File: config.mk
export PLATFORM = sky130hd
export DESIGN_NAME = siml_top
export DESIGN_NICKNAME = d
export VERILOG_FILES = /design/src/pkg/siml_pkg.sv /design/src/pkg/siml_seq_if.sv /design/src/rtl/siml_seq.sv /design/src/rtl/siml_top.sv
export SDC_FILE = /design/constraint.sdc
export NUM_CORES = 1
export LEC_CHECK = 0
export BUFFER_PORTS_ARGS = -buffer_cell sky130_fd_sc_hd__buf_2
export CAP_MARGIN = 10
export CORE_MARGIN = 2
export CORE_UTILIZATION = 35
export CTS_BUF_LIST = sky130_fd_sc_hd__clkbuf_8
export CTS_CLUSTER_DIAMETER = 200
export CTS_CLUSTER_SIZE = 24
export DETAILED_ROUTE_END_ITERATION = 8
export GPL_ROUTABILITY_DRIVEN = 0
export PLACE_DENSITY = 0.63
export SKIP_CTS_REPAIR_TIMING = 1
export SLEW_MARGIN = 20
export SYNTH_ARGS = -nofsm -noshare
export SYNTH_HDL_FRONTEND = slang
export SYNTH_SLANG_ARGS = --single-unit
File: constraint.sdc
create_clock -name CLK -period 1.85 [get_ports CLK]
set_input_delay 0.185 -clock CLK [delete_from_list [all_inputs] [get_ports CLK]]
set_output_delay 0.185 -clock CLK [all_outputs]
set_load 0.02 [all_outputs]
File: src/pkg/siml_pkg.sv
// Constants for the shared interrupt merge logic: register map, bit layout,
// sequencer states and instruction-cycle latencies.
// Assumes an APB master with 32-bit data and byte addresses in PADDR[7:0].
package siml_pkg;
    localparam int ADDR_W = 8;
    localparam int DATA_W = 32;
    localparam logic [ADDR_W-1:0] OFS_CTRL = 8'h00;
    localparam logic [ADDR_W-1:0] OFS_FLAG = 8'h04;
    localparam logic [ADDR_W-1:0] OFS_ISTAT = 8'h08;
    localparam logic [ADDR_W-1:0] OFS_IMASK = 8'h0C;
    localparam logic [ADDR_W-1:0] OFS_STAT = 8'h10;
    // CTRL layout
    localparam int CTRL_GIE = 0;
    localparam int CTRL_CEN = 1;
    // FLAG layout: members in bits 2..0, combined flag above them
    localparam int N_MEMBER = 3;
    localparam int FLAG_TB = 0;
    localparam int FLAG_SIM = 1;
    localparam int FLAG_SPI = 2;
    localparam int FLAG_COMB = 3;
    // ISTAT / IMASK layout
    localparam int N_EVENT = 2;
    localparam int EV_CALL = 0;
    localparam int EV_WAKE = 1;
    // STAT layout
    localparam int STAT_BUSY = 0;
    localparam int STAT_FULL = 1;
    localparam int STAT_WOKEN = 2;
    // Reset values
    localparam logic [1:0] CTRL_RST = 2'h0;
    localparam logic [N_MEMBER-1:0] MEMBER_RST = 3'h0;
    localparam logic [N_EVENT-1:0] IMASK_RST = 2'h0;
    // System clocks per instruction cycle, and vector latency in cycles
    localparam int CYC_DIV = 4;
    localparam logic [1:0] LAT_RUN = 2'h2;
    localparam logic [1:0] LAT_WAKE = 2'h3;
    typedef enum logic [1:0] {
        SIML_IDLE = 2'b00,
        SIML_WAIT = 2'b01
    } siml_seq_t;
endpackage

File: src/pkg/siml_seq_if.sv
// Carrier between the merge logic and its vector latency sequencer.
// Assumes both ends run on the same clock.
`timescale 1ns/1ps
interface siml_seq_if;
    logic start;
    logic woken;
    logic abort;
    logic fire;
    logic busy;
    modport ctl (output start, output woken, output abort, input fire, input busy);
    modport seq (input start, input woken, input abort, output fire, output busy);
endinterface

File: src/rtl/siml_seq.sv
// Vector latency sequencer: counts instruction cycles from an accepted
// request to the vector jump. Assumes start only while not busy.
`timescale 1ns/1ps
module siml_seq #(
    parameter int DIV = siml_pkg::CYC_DIV
) (
    input wire logic clk,
    input wire logic rstn,
    siml_seq_if.seq sq
);
    siml_pkg::siml_seq_t state;
    logic [7:0] div;
    logic [1:0] cnt;
    logic fire;
    wire tick = (div == 8'(DIV - 1));

    // Free-running divider gives the instruction-cycle enable
    always_ff @(posedge clk) begin
        if (!rstn || tick) begin
            div <= 8'h00;
        end else begin
            div <= div + 8'h01;
        end
    end

    always_ff @(posedge clk) begin
        if (!rstn) begin
            state <= siml_pkg::SIML_IDLE;
            cnt <= 2'h0;
            fire <= 1'b0;
        end else begin
            fire <= 1'b0;
            case (state)
                siml_pkg::SIML_IDLE: begin
                    if (sq.start) begin
                        state <= siml_pkg::SIML_WAIT;
                        cnt <= sq.woken ? siml_pkg::LAT_WAKE : siml_pkg::LAT_RUN;
                    end
                end
                siml_pkg::SIML_WAIT: begin
                    if (sq.abort) begin
                        state <= siml_pkg::SIML_IDLE;
                    end else if (tick) begin
                        if (cnt == 2'h1) begin
                            fire <= 1'b1;
                            state <= siml_pkg::SIML_IDLE;
                        end
                        cnt <= cnt - 2'h1;
                    end
                end
                default: begin
                    state <= siml_pkg::SIML_IDLE;
                end
            endcase
        end
    end

    assign sq.fire = fire;
    assign sq.busy = (state != siml_pkg::SIML_IDLE);
endmodule // siml_seq

File: src/rtl/siml_top.sv
// Shared interrupt merge logic: member request flags, combined flag,
// global enable, wake-up and vector call toward the core, APB registers.
// Assumes the core pulses the exit inputs for one clock and holds
// STACK_FULL and SLEEP as levels synchronous to CLK.
// What this block does
// - Any member flag set sets combined flag
// - Pending, enabled, stack room: call combined vector
// - Service clears combined flag and global enable
// - Member flags survive service; software clears them
// - Set flags hold until serviced or cleared
// - Flag rising edge wakes from sleep
// - Flag already high gives no wake
// - Entry pushes program counter only
// - Reenabling exit restores PC, sets global enable
// - Plain exit restores PC, enable stays clear
// - No service while global enable clear
// - No acknowledge while stack full
// - Vector after 2 or 3 cycles, 3 on wake
`timescale 1ns/1ps
module siml_top (
    input wire logic CLK,
    input wire logic RSTN,
    input wire logic PSEL,
    input wire logic PENABLE,
    input wire logic PWRITE,
    input wire logic [siml_pkg::ADDR_W-1:0] PADDR,
    input wire logic [siml_pkg::DATA_W-1:0] PWDATA,
    output logic [siml_pkg::DATA_W-1:0] PRDATA,
    output logic PREADY,
    output logic PSLVERR,
    input wire logic TIMEBASE_EVT,
    input wire logic SERIAL_MODULE_EVT,
    input wire logic SECOND_SPI_EVT,
    input wire logic SLEEP,
    input wire logic STACK_FULL,
    input wire logic EXIT_WITH_IRQ_REENABLE,
    input wire logic PLAIN_SUBROUTINE_EXIT,
    output logic CALL_VEC,
    output logic PUSH_PC,
    output logic WAKE,
    output logic IRQ
);
    localparam int NM = siml_pkg::N_MEMBER;
    localparam int NE = siml_pkg::N_EVENT;

    siml_seq_if sq ();

    logic global_irq_enable;
    logic combined_irq_enable;
    logic combined_request_flag;
    logic [NM-1:0] member;
    logic [NM-1:0] member_d;
    logic [NE-1:0] istat;
    logic [NE-1:0] imask;
    logic woken;

    // APB decode
    wire acc = PSEL && PENABLE;
    wire done = acc && PREADY;
    wire wr = done && PWRITE;
    wire sel_ctrl = (PADDR == siml_pkg::OFS_CTRL);
    wire sel_flag = (PADDR == siml_pkg::OFS_FLAG);
    wire sel_istat = (PADDR == siml_pkg::OFS_ISTAT);
    wire sel_imask = (PADDR == siml_pkg::OFS_IMASK);
    wire sel_stat = (PADDR == siml_pkg::OFS_STAT);
    wire mapped = sel_ctrl || sel_flag || sel_istat || sel_imask || sel_stat;
    wire wr_ctrl = wr && sel_ctrl;
    wire wr_flag = wr && sel_flag;
    wire wr_istat = wr && sel_istat;
    wire wr_imask = wr && sel_imask;

    wire [NM-1:0] member_evt = {SECOND_SPI_EVT, SERIAL_MODULE_EVT, TIMEBASE_EVT};
    wire [NM-1:0] member_rise = member & ~member_d;
    wire comb_set = |member_rise;

    wire pending = combined_request_flag && combined_irq_enable
        && global_irq_enable && !STACK_FULL;
    // vector taken only if still allowed
    wire took = sq.fire && pending;

    // one wake per rise: member edges, or software raising the combined flag
    wire comb_wr_rise = wr_flag && PWDATA[siml_pkg::FLAG_COMB] && !combined_request_flag;
    wire flag_rise = comb_set || comb_wr_rise;
    wire wake_evt = SLEEP && flag_rise;

    wire [NE-1:0] ev_vec = {wake_evt, took};

    wire [siml_pkg::DATA_W-1:0] ctrl_rd = {30'h0, combined_irq_enable, global_irq_enable};
    wire [siml_pkg::DATA_W-1:0] flag_rd = {28'h0, combined_request_flag, member};
    wire [siml_pkg::DATA_W-1:0] istat_rd = {30'h0, istat};
    wire [siml_pkg::DATA_W-1:0] imask_rd = {30'h0, imask};
    wire [siml_pkg::DATA_W-1:0] stat_rd = {29'h0, woken, STACK_FULL, sq.busy};
    wire [siml_pkg::DATA_W-1:0] rd_data =
        sel_ctrl ? ctrl_rd :
        sel_flag ? flag_rd :
        sel_istat ? istat_rd :
        sel_imask ? imask_rd :
        sel_stat ? stat_rd : 32'h0;

    // Sequencer hand-off; abort covers enable or stack changes mid-wait
    assign sq.start = pending && !sq.busy && !sq.fire;
    assign sq.woken = woken;
    assign sq.abort = !pending;

    siml_seq #(
        .DIV(siml_pkg::CYC_DIV)
    ) u_seq (
        .clk(CLK),
        .rstn(RSTN),
        .sq(sq)
    );

    // APB slave: one wait state, so PREADY and PRDATA come from flops
    always_ff @(posedge CLK) begin
        if (!RSTN) begin
            PREADY <= 1'b0;
            PSLVERR <= 1'b0;
            PRDATA <= 32'h0;
        end else begin
            PREADY <= acc && !PREADY;
            PSLVERR <= acc && !PREADY && !mapped;
            if (acc && !PREADY) begin
                PRDATA <= rd_data;
            end
        end
    end

    // member flags: event sets win over a software clear
    genvar i;
    generate
        for (i = 0; i < NM; i++) begin : g_member
            always_ff @(posedge CLK) begin
                if (!RSTN) begin
                    member[i] <= siml_pkg::MEMBER_RST[i];
                    member_d[i] <= 1'b0;
                end else begin
                    member[i] <= member_evt[i] || (wr_flag ? PWDATA[i] : member[i]);
                    member_d[i] <= member[i];
                end
            end
        end
    endgenerate

    // combined flag: set wins over service and write
    always_ff @(posedge CLK) begin
        if (!RSTN) begin
            combined_request_flag <= 1'b0;
        end else begin
            if (comb_set) begin
                combined_request_flag <= 1'b1;
            end else if (took) begin
                combined_request_flag <= 1'b0;
            end else if (wr_flag) begin
                combined_request_flag <= PWDATA[siml_pkg::FLAG_COMB];
            end
        end
    end

    // global enable: plain exit leaves it as it is
    always_ff @(posedge CLK) begin
        if (!RSTN) begin
            global_irq_enable <= siml_pkg::CTRL_RST[siml_pkg::CTRL_GIE];
            combined_irq_enable <= siml_pkg::CTRL_RST[siml_pkg::CTRL_CEN];
        end else begin
            if (took) begin
                global_irq_enable <= 1'b0;
            end else if (EXIT_WITH_IRQ_REENABLE) begin
                global_irq_enable <= 1'b1;
            end else if (wr_ctrl) begin
                global_irq_enable <= PWDATA[siml_pkg::CTRL_GIE];
            end
            if (wr_ctrl) begin
                combined_irq_enable <= PWDATA[siml_pkg::CTRL_CEN];
            end
        end
    end

    // remember a wake until the next accepted request
    always_ff @(posedge CLK) begin
        if (!RSTN) begin
            woken <= 1'b0;
        end else if (wake_evt) begin
            woken <= 1'b1;
        end else if (sq.start) begin
            woken <= 1'b0;
        end
    end

    // call vector, pushing the program counter and nothing else
    always_ff @(posedge CLK) begin
        if (!RSTN) begin
            CALL_VEC <= 1'b0;
            PUSH_PC <= 1'b0;
            WAKE <= 1'b0;
        end else begin
            CALL_VEC <= took;
            PUSH_PC <= took;
            WAKE <= wake_evt;
        end
    end

    // Sticky status, write one to clear; a new event beats the clear
    always_ff @(posedge CLK) begin
        if (!RSTN) begin
            istat <= '0;
            imask <= siml_pkg::IMASK_RST;
            IRQ <= 1'b0;
        end else begin
            istat <= ev_vec | (istat & ~(wr_istat ? PWDATA[NE-1:0] : 2'h0));
            if (wr_imask) begin
                imask <= PWDATA[NE-1:0];
            end
            IRQ <= |(istat & imask);
        end
    end
endmodule // siml_top

After elaboration in Yosys (flattened, before gate mapping)
Cells that the tools add are included.
{"block": "totals", "register_bits": 64}
{"block": "classes", "reduce_logical": 47, "eq_ne": 12, "mux": 27, "bitwise": 7, "addsub": 2}
{"cell": "$logic_and A1 B1 Y1", "count": 18}
{"cell": "$eq A8 B4 Y1 const B", "count": 2}
{"cell": "$mux W2", "count": 8}
{"cell": "$mux W1", "count": 12}
{"cell": "$logic_or A1 B1 Y1", "count": 9}
{"cell": "$mux W3", "count": 3}
{"cell": "$add A8 B1 Y8 const B", "count": 1}
{"cell": "$eq A8 B2 Y1 const B", "count": 1}
{"cell": "$eq A8 B3 Y1 const B", "count": 1}
{"cell": "$eq A8 B5 Y1 const B", "count": 1}
{"cell": "$logic_not A8 Y1", "count": 1}
{"cell": "$mux W4", "count": 2}
{"cell": "$pmux W2 S2", "count": 2}
{"cell": "$reduce_and A4 Y1", "count": 2}
{"cell": "$reduce_bool A2 Y1", "count": 4}
{"cell": "$logic_not A1 Y1", "count": 7}
{"cell": "$ne A3 B2 Y1 const B", "count": 2}
{"cell": "$and A2 B2 Y2", "count": 2}
{"cell": "$eq A2 B1 Y1 const B", "count": 2}
{"cell": "$ne A2 B2 Y1 const B", "count": 2}
{"cell": "$reduce_or A2 Y1", "count": 2}
{"cell": "$and A3 B3 Y3", "count": 1}
{"cell": "$not A3 Y3", "count": 1}
{"cell": "$reduce_and A3 Y1", "count": 1}
{"cell": "8 further kinds", "count": 8}

Logic depth before layout (Yosys ltp)
{"block": "logic_depth", "word_depth": 9, "mapped_depth": 5}

Hierarchy
Synthesis repeated with hierarchy kept, for this count alone.
{"block": "hier_totals", "hier_cells": 215, "area_unflattened_um2": 1860.5}
{"mod": "siml_top", "instances": 1, "cells_each": 156, "area_per_inst_um2": 1323.8, "seq_area_each_um2": 460.4}
{"mod": "siml_seq", "instances": 1, "cells_each": 59, "area_per_inst_um2": 536.8, "seq_area_each_um2": 240.2}

Worst setup path before layout
Ideal clock, no wire load.
{"block": "synth_timing", "kind": "input-to-reg", "start": "input PADDR[5] in the netlist's numbering", "end": "register combined_request_flag", "path_slack_ps": 212, "stages": 4, "t_arrival_ps": 1515, "path_buffers": 0, "setup_ps": 122, "required_ps": 1728, "cell_sequence": "or4_4 nor4_4 and4b_1 nand3b_1"}
{"block": "synth_via", "elab_chain_len": 3}
{"element": "start: declaration", "line_no": "siml_top.sv:26", "source": "input wire logic [siml_pkg::ADDR_W-1:0] PADDR,"}
{"element": "$eq A8 B3 Y1", "line_no": "siml_top.sv:62", "source": "wire sel_flag = (PADDR == siml_pkg::OFS_FLAG);"}
{"element": "$logic_and A1 B1 Y1", "line_no": "siml_top.sv:68", "source": "wire wr_flag = wr && sel_flag;"}
{"element": "$reduce_bool A3 Y1 (no source line)"}
{"element": "end signal: assignment", "line_no": "siml_top.sv:154", "source": "combined_request_flag <= PWDATA[siml_pkg::FLAG_COMB];"}
{"element": "end: declaration", "line_no": "siml_top.sv:50", "source": "logic combined_request_flag;"}
Every way passes these cells.
A chain may end at the register's enable or synchronous reset.

Final worst setup path
{"block": "layout_timing", "start": "register u_seq.div[4]", "end": "register u_seq.div[5]"}
{"block": "layout_via", "elab_chain_len": 2}
{"element": "start: declaration", "line_no": "siml_seq.sv:12", "source": "logic [7:0] div;"}
{"element": "start signal: assignment", "line_no": "siml_seq.sv:22", "source": "div <= div + 8'h01;"}
{"element": "branches (longest 2 deep; another with $add A8 B1 Y8)"}
Parallel ways; which one is timed is not known.

==> out/metrics.csv <==
stage,metric,value,unit
critical_path,CP max FO,7,
timing,final setup vio count,0,
synth,"area leader, netlist",dfxtp_1,
drt,DRC,0,
critical_path,endpoint class of the critical path,flip-flop,
critical_path,Worst path max stage delay,0.55,ns
grt,pin count of the biggest net entering global routing,19,
grt,total track usage,13.6,%
finish,post-route insts no fill,307,
critical_path,Startpoint Class,flip-flop,
finish,nets@finish,295,
power,Pleak,0.847,nW
critical_path,worst path required time,2.02,ns
placed_design,Port Buffer Count,32,
synth,"top cells by area, synth","dfxtp_1 40%, buf_4 12%, nor2_1 4.9%",
placed_design,placed instance count,301,
timing,pins over their slew limit,0,
grt,grt ovf,0,
power,pwr/cell area,760,nW/um^2
critical_path,CP bufs+invs,0,
critical_path,worst-path cell chain,or4_1 -> nor3_1 -> nand2b_1 -> nor2_1,
timing,RSZ-0062 raised after global routing,false,
timing,Layout Skew,0.00321,ns
critical_path,CP Class,reg2reg,
die,Initial Util,36.8,%
die,# rows,25,
timing,"Hold Vio Cnt, Final",0,
synth,synthesized instance count,207,
clock_tree,worst-case clock buffer depth,2,
timing,ratio of final minimum period to clock period,89.9,%
drt,vias,1421,
grt,initial antenna violation count,0,
synth,Avg Inst Size Synth,8.56,um^2
synth,sequential area share after synthesis,39.5,%
die,core area,4820,um^2
clock_tree,CTS buffer count,5,
placed_design,Post-DP HPWL,2750,um
finish,fillers,529,
synth,Synth Register Bits,35,
min_path,Hold Path Class,in2reg,
die,Die Area,5650,um^2
die,I/O pin cnt,90,
placed_design,"Cell Area, Placed",1890,um^2
die,die height,75.1,um
timing,Final min period,1.66,ns
drt,DRT iter0 DRCs,43,
drt,WL final,3650,um
clock_tree,CTS Sinks,35,
clock_tree,clock latency on the worst-skew pair,0.29,ns
clock_tree,Max H-tree Level,2,
clock_tree,CTS tree,built,
die,Die Width,75.1,um
synth,synth warn,0,
timing,hold_ws,0.169,ns
finish,"Design Area, Final",1960,um^2
flow_run,# Max-Cap Violations,0,
power,worst-case vdd ir drop,0.427,mV
finish,Multi-input gate area,898,um^2
power,Total Power,0.00149,W
finish,share of cells above drive strength 1,19.2,%
drt,ANT nets after route,0,
critical_path,crit path max-delay cell type,or4_1,
critical_path,CP arrival,1.84,ns
timing,Max Freq,601,MHz
grt,vias in the first global route,1241,
drt,router iterations before antenna repair,4,
finish,Reg area,701,um^2
clock_tree,CTS clock-pin slew for the worst setup and hold paths,0.06,ns
synth,Syn Std Cell Area,1770,um^2
drt,per-cell routed wire length,11.9,um
critical_path,Crit path max-delay family,simple AND/OR/NAND/NOR gates,
timing,TNS Setup,0,ns
finish,n_diodes,0,
synth,post-synth top area share,39.5,%
run_status,status,finished clean,
synth,Netlist cell types,42,
finish,area added between synthesis and finish,10.7,%
clock_tree,clk root buf,clkbuf_8,
grt,first-pass GRT wire length,5690,um
drt,via/cell ratio,4.63,
==> worst reg2reg max path: cells and delay by family, from the launching register on <==
kind,cells,cell delay (ns)
flip-flops,1,0.33
AND/OR/NAND/NOR,4,1.22
==> registers in the layout (all words and copies together) (netlist names), 2 cells and up <==
signal     count
PRDATA         4
flag_rd        3
imask          2
istat          2
member_d       3
u_seq.cnt      2
u_seq.div      8
==> report_power, final <==
group / internal [W] / total (W) / leakage, nW / switching (W)
sequential: 0.000784 / 0.000805 / 0.286 / 0.0000212
combinational: 0.0000593 / 0.000189 / 0.520 / 0.000130
clock: 0.000245 / 0.000497 / 0.0413 / 0.000252
total: 0.00109 / 0.00149 / 0.847 / 0.000403
==> synth_stat cells <==
cell / instances
and3_1: 1
buf_4: 29
or4_1: 1
a221oi_1: 1
nand4bb_1: 1
or4_4: 1
o21ai_0: 6
nand3b_1: 1
conb_1: 1
nand3_1: 11
nand2b_1: 5
o31ai_1: 2
mux2_2: 1
a31o_2: 2
or2_2: 2
nor4_4: 1
nand2_1: 16
nor4_1: 4
mux2i_1: 2
a22oi_1: 3
o22ai_1: 3
and2_1: 1
nand4_1: 3
inv_1: 8
nor3_1: 8
nor2b_1: 1
dfxtp_1: 35
o2111a_1: 1
clkbuf_1: 4
o311a_1: 1
and4b_1: 3
buf_6: 1
o211a_1: 1
xor2_1: 2
a211oi_1: 4
and4_1: 2
ha_1: 2
o2bb2ai_1: 2
xnor2_1: 3
a21oi_1: 5
nor2_1: 23
o211ai_1: 3
==> layout make-up <==
| type | instances | area share [%] |
|---|---|---|
| Clock buffer | 5 | 3.51 |
| Clock inverter | 1 | 0.191 |
| Inverter | 8 | 1.53 |
| Multi-Input combinational cell | 157 | 45.8 |
| Sequential cell | 35 | 35.7 |
| Tap cell | 67 | 4.28 |
| Timing Repair Buffer | 34 | 8.93 |
==> worst paths after layout <==
path	to	from	slack (ns)	depth (start not counted)
setup / recovery	u_seq.div[5]	u_seq.div[4]	0.19	4
hold / removal	global_irq_enable	EXIT_WITH_IRQ_REENABLE	0.17	2
setup reg to reg	u_seq.div[5]	u_seq.div[4]	0.19	4
hold reg to reg	PRDATA[3]	PRDATA[3]	0.46	2
==> placed cells by master, fill, tap and decap left out, drive strengths merged <==
cell and count:
dfxtp 35, buf 34, conb 28, nor2 23
nand2 16, nand3 11, inv 9, nor3 8
o21ai 6, nand2b 5, a21oi 5, clkbuf 5
nor4 5, a211oi 4, nand4 3, o211ai 3
and4b 3, a22oi 3, o22ai 3, xnor2 3
xor2 2, and4 2, mux2i 2, or2 2
o2bb2ai 2, o31ai 2, a31o 2, ha 2
or4 2, and3 1, a221oi 1, o2111a 1
and2 1, nor2b 1, nand3b 1, mux2 1
o211a 1, nand4bb 1, o311a 1
==> per-stage QoR <==
step	setup WS [ns]	util (%)
finish	0.187	40.7
global route	0.0745	40.7
CTS	0.178	40.7
detailed placement	0.0994	39.2
global placement	0.126	39.2
floorplan	0.212	-
==> layer usage <==
metal | up-vias | part of all wire, % | GRT usage [%]
met3 | 4 | 6.7 | 5.22
li1 | 742 | - | -
met1 | 636 | 47 | 17.4
met5 | - | 0 | 0
met4 | 0 | 1.2 | 5.85
met2 | 39 | 45 | 20.6
==> cell families after synthesis <==
logic type,Yosys count,synth area share [%]
AOI/OAI and AO/OA,34,13.5
xor gates and xnor gates,5,2.47
adders and majority gates,2,1.41
buffers and inverters,42,15.5
DFF,35,39.5
muxes,3,1.77
other,1,0.212
and+or+nand+nor,85,25.6
No activity file was read; power rests on OpenSTA's default activity.
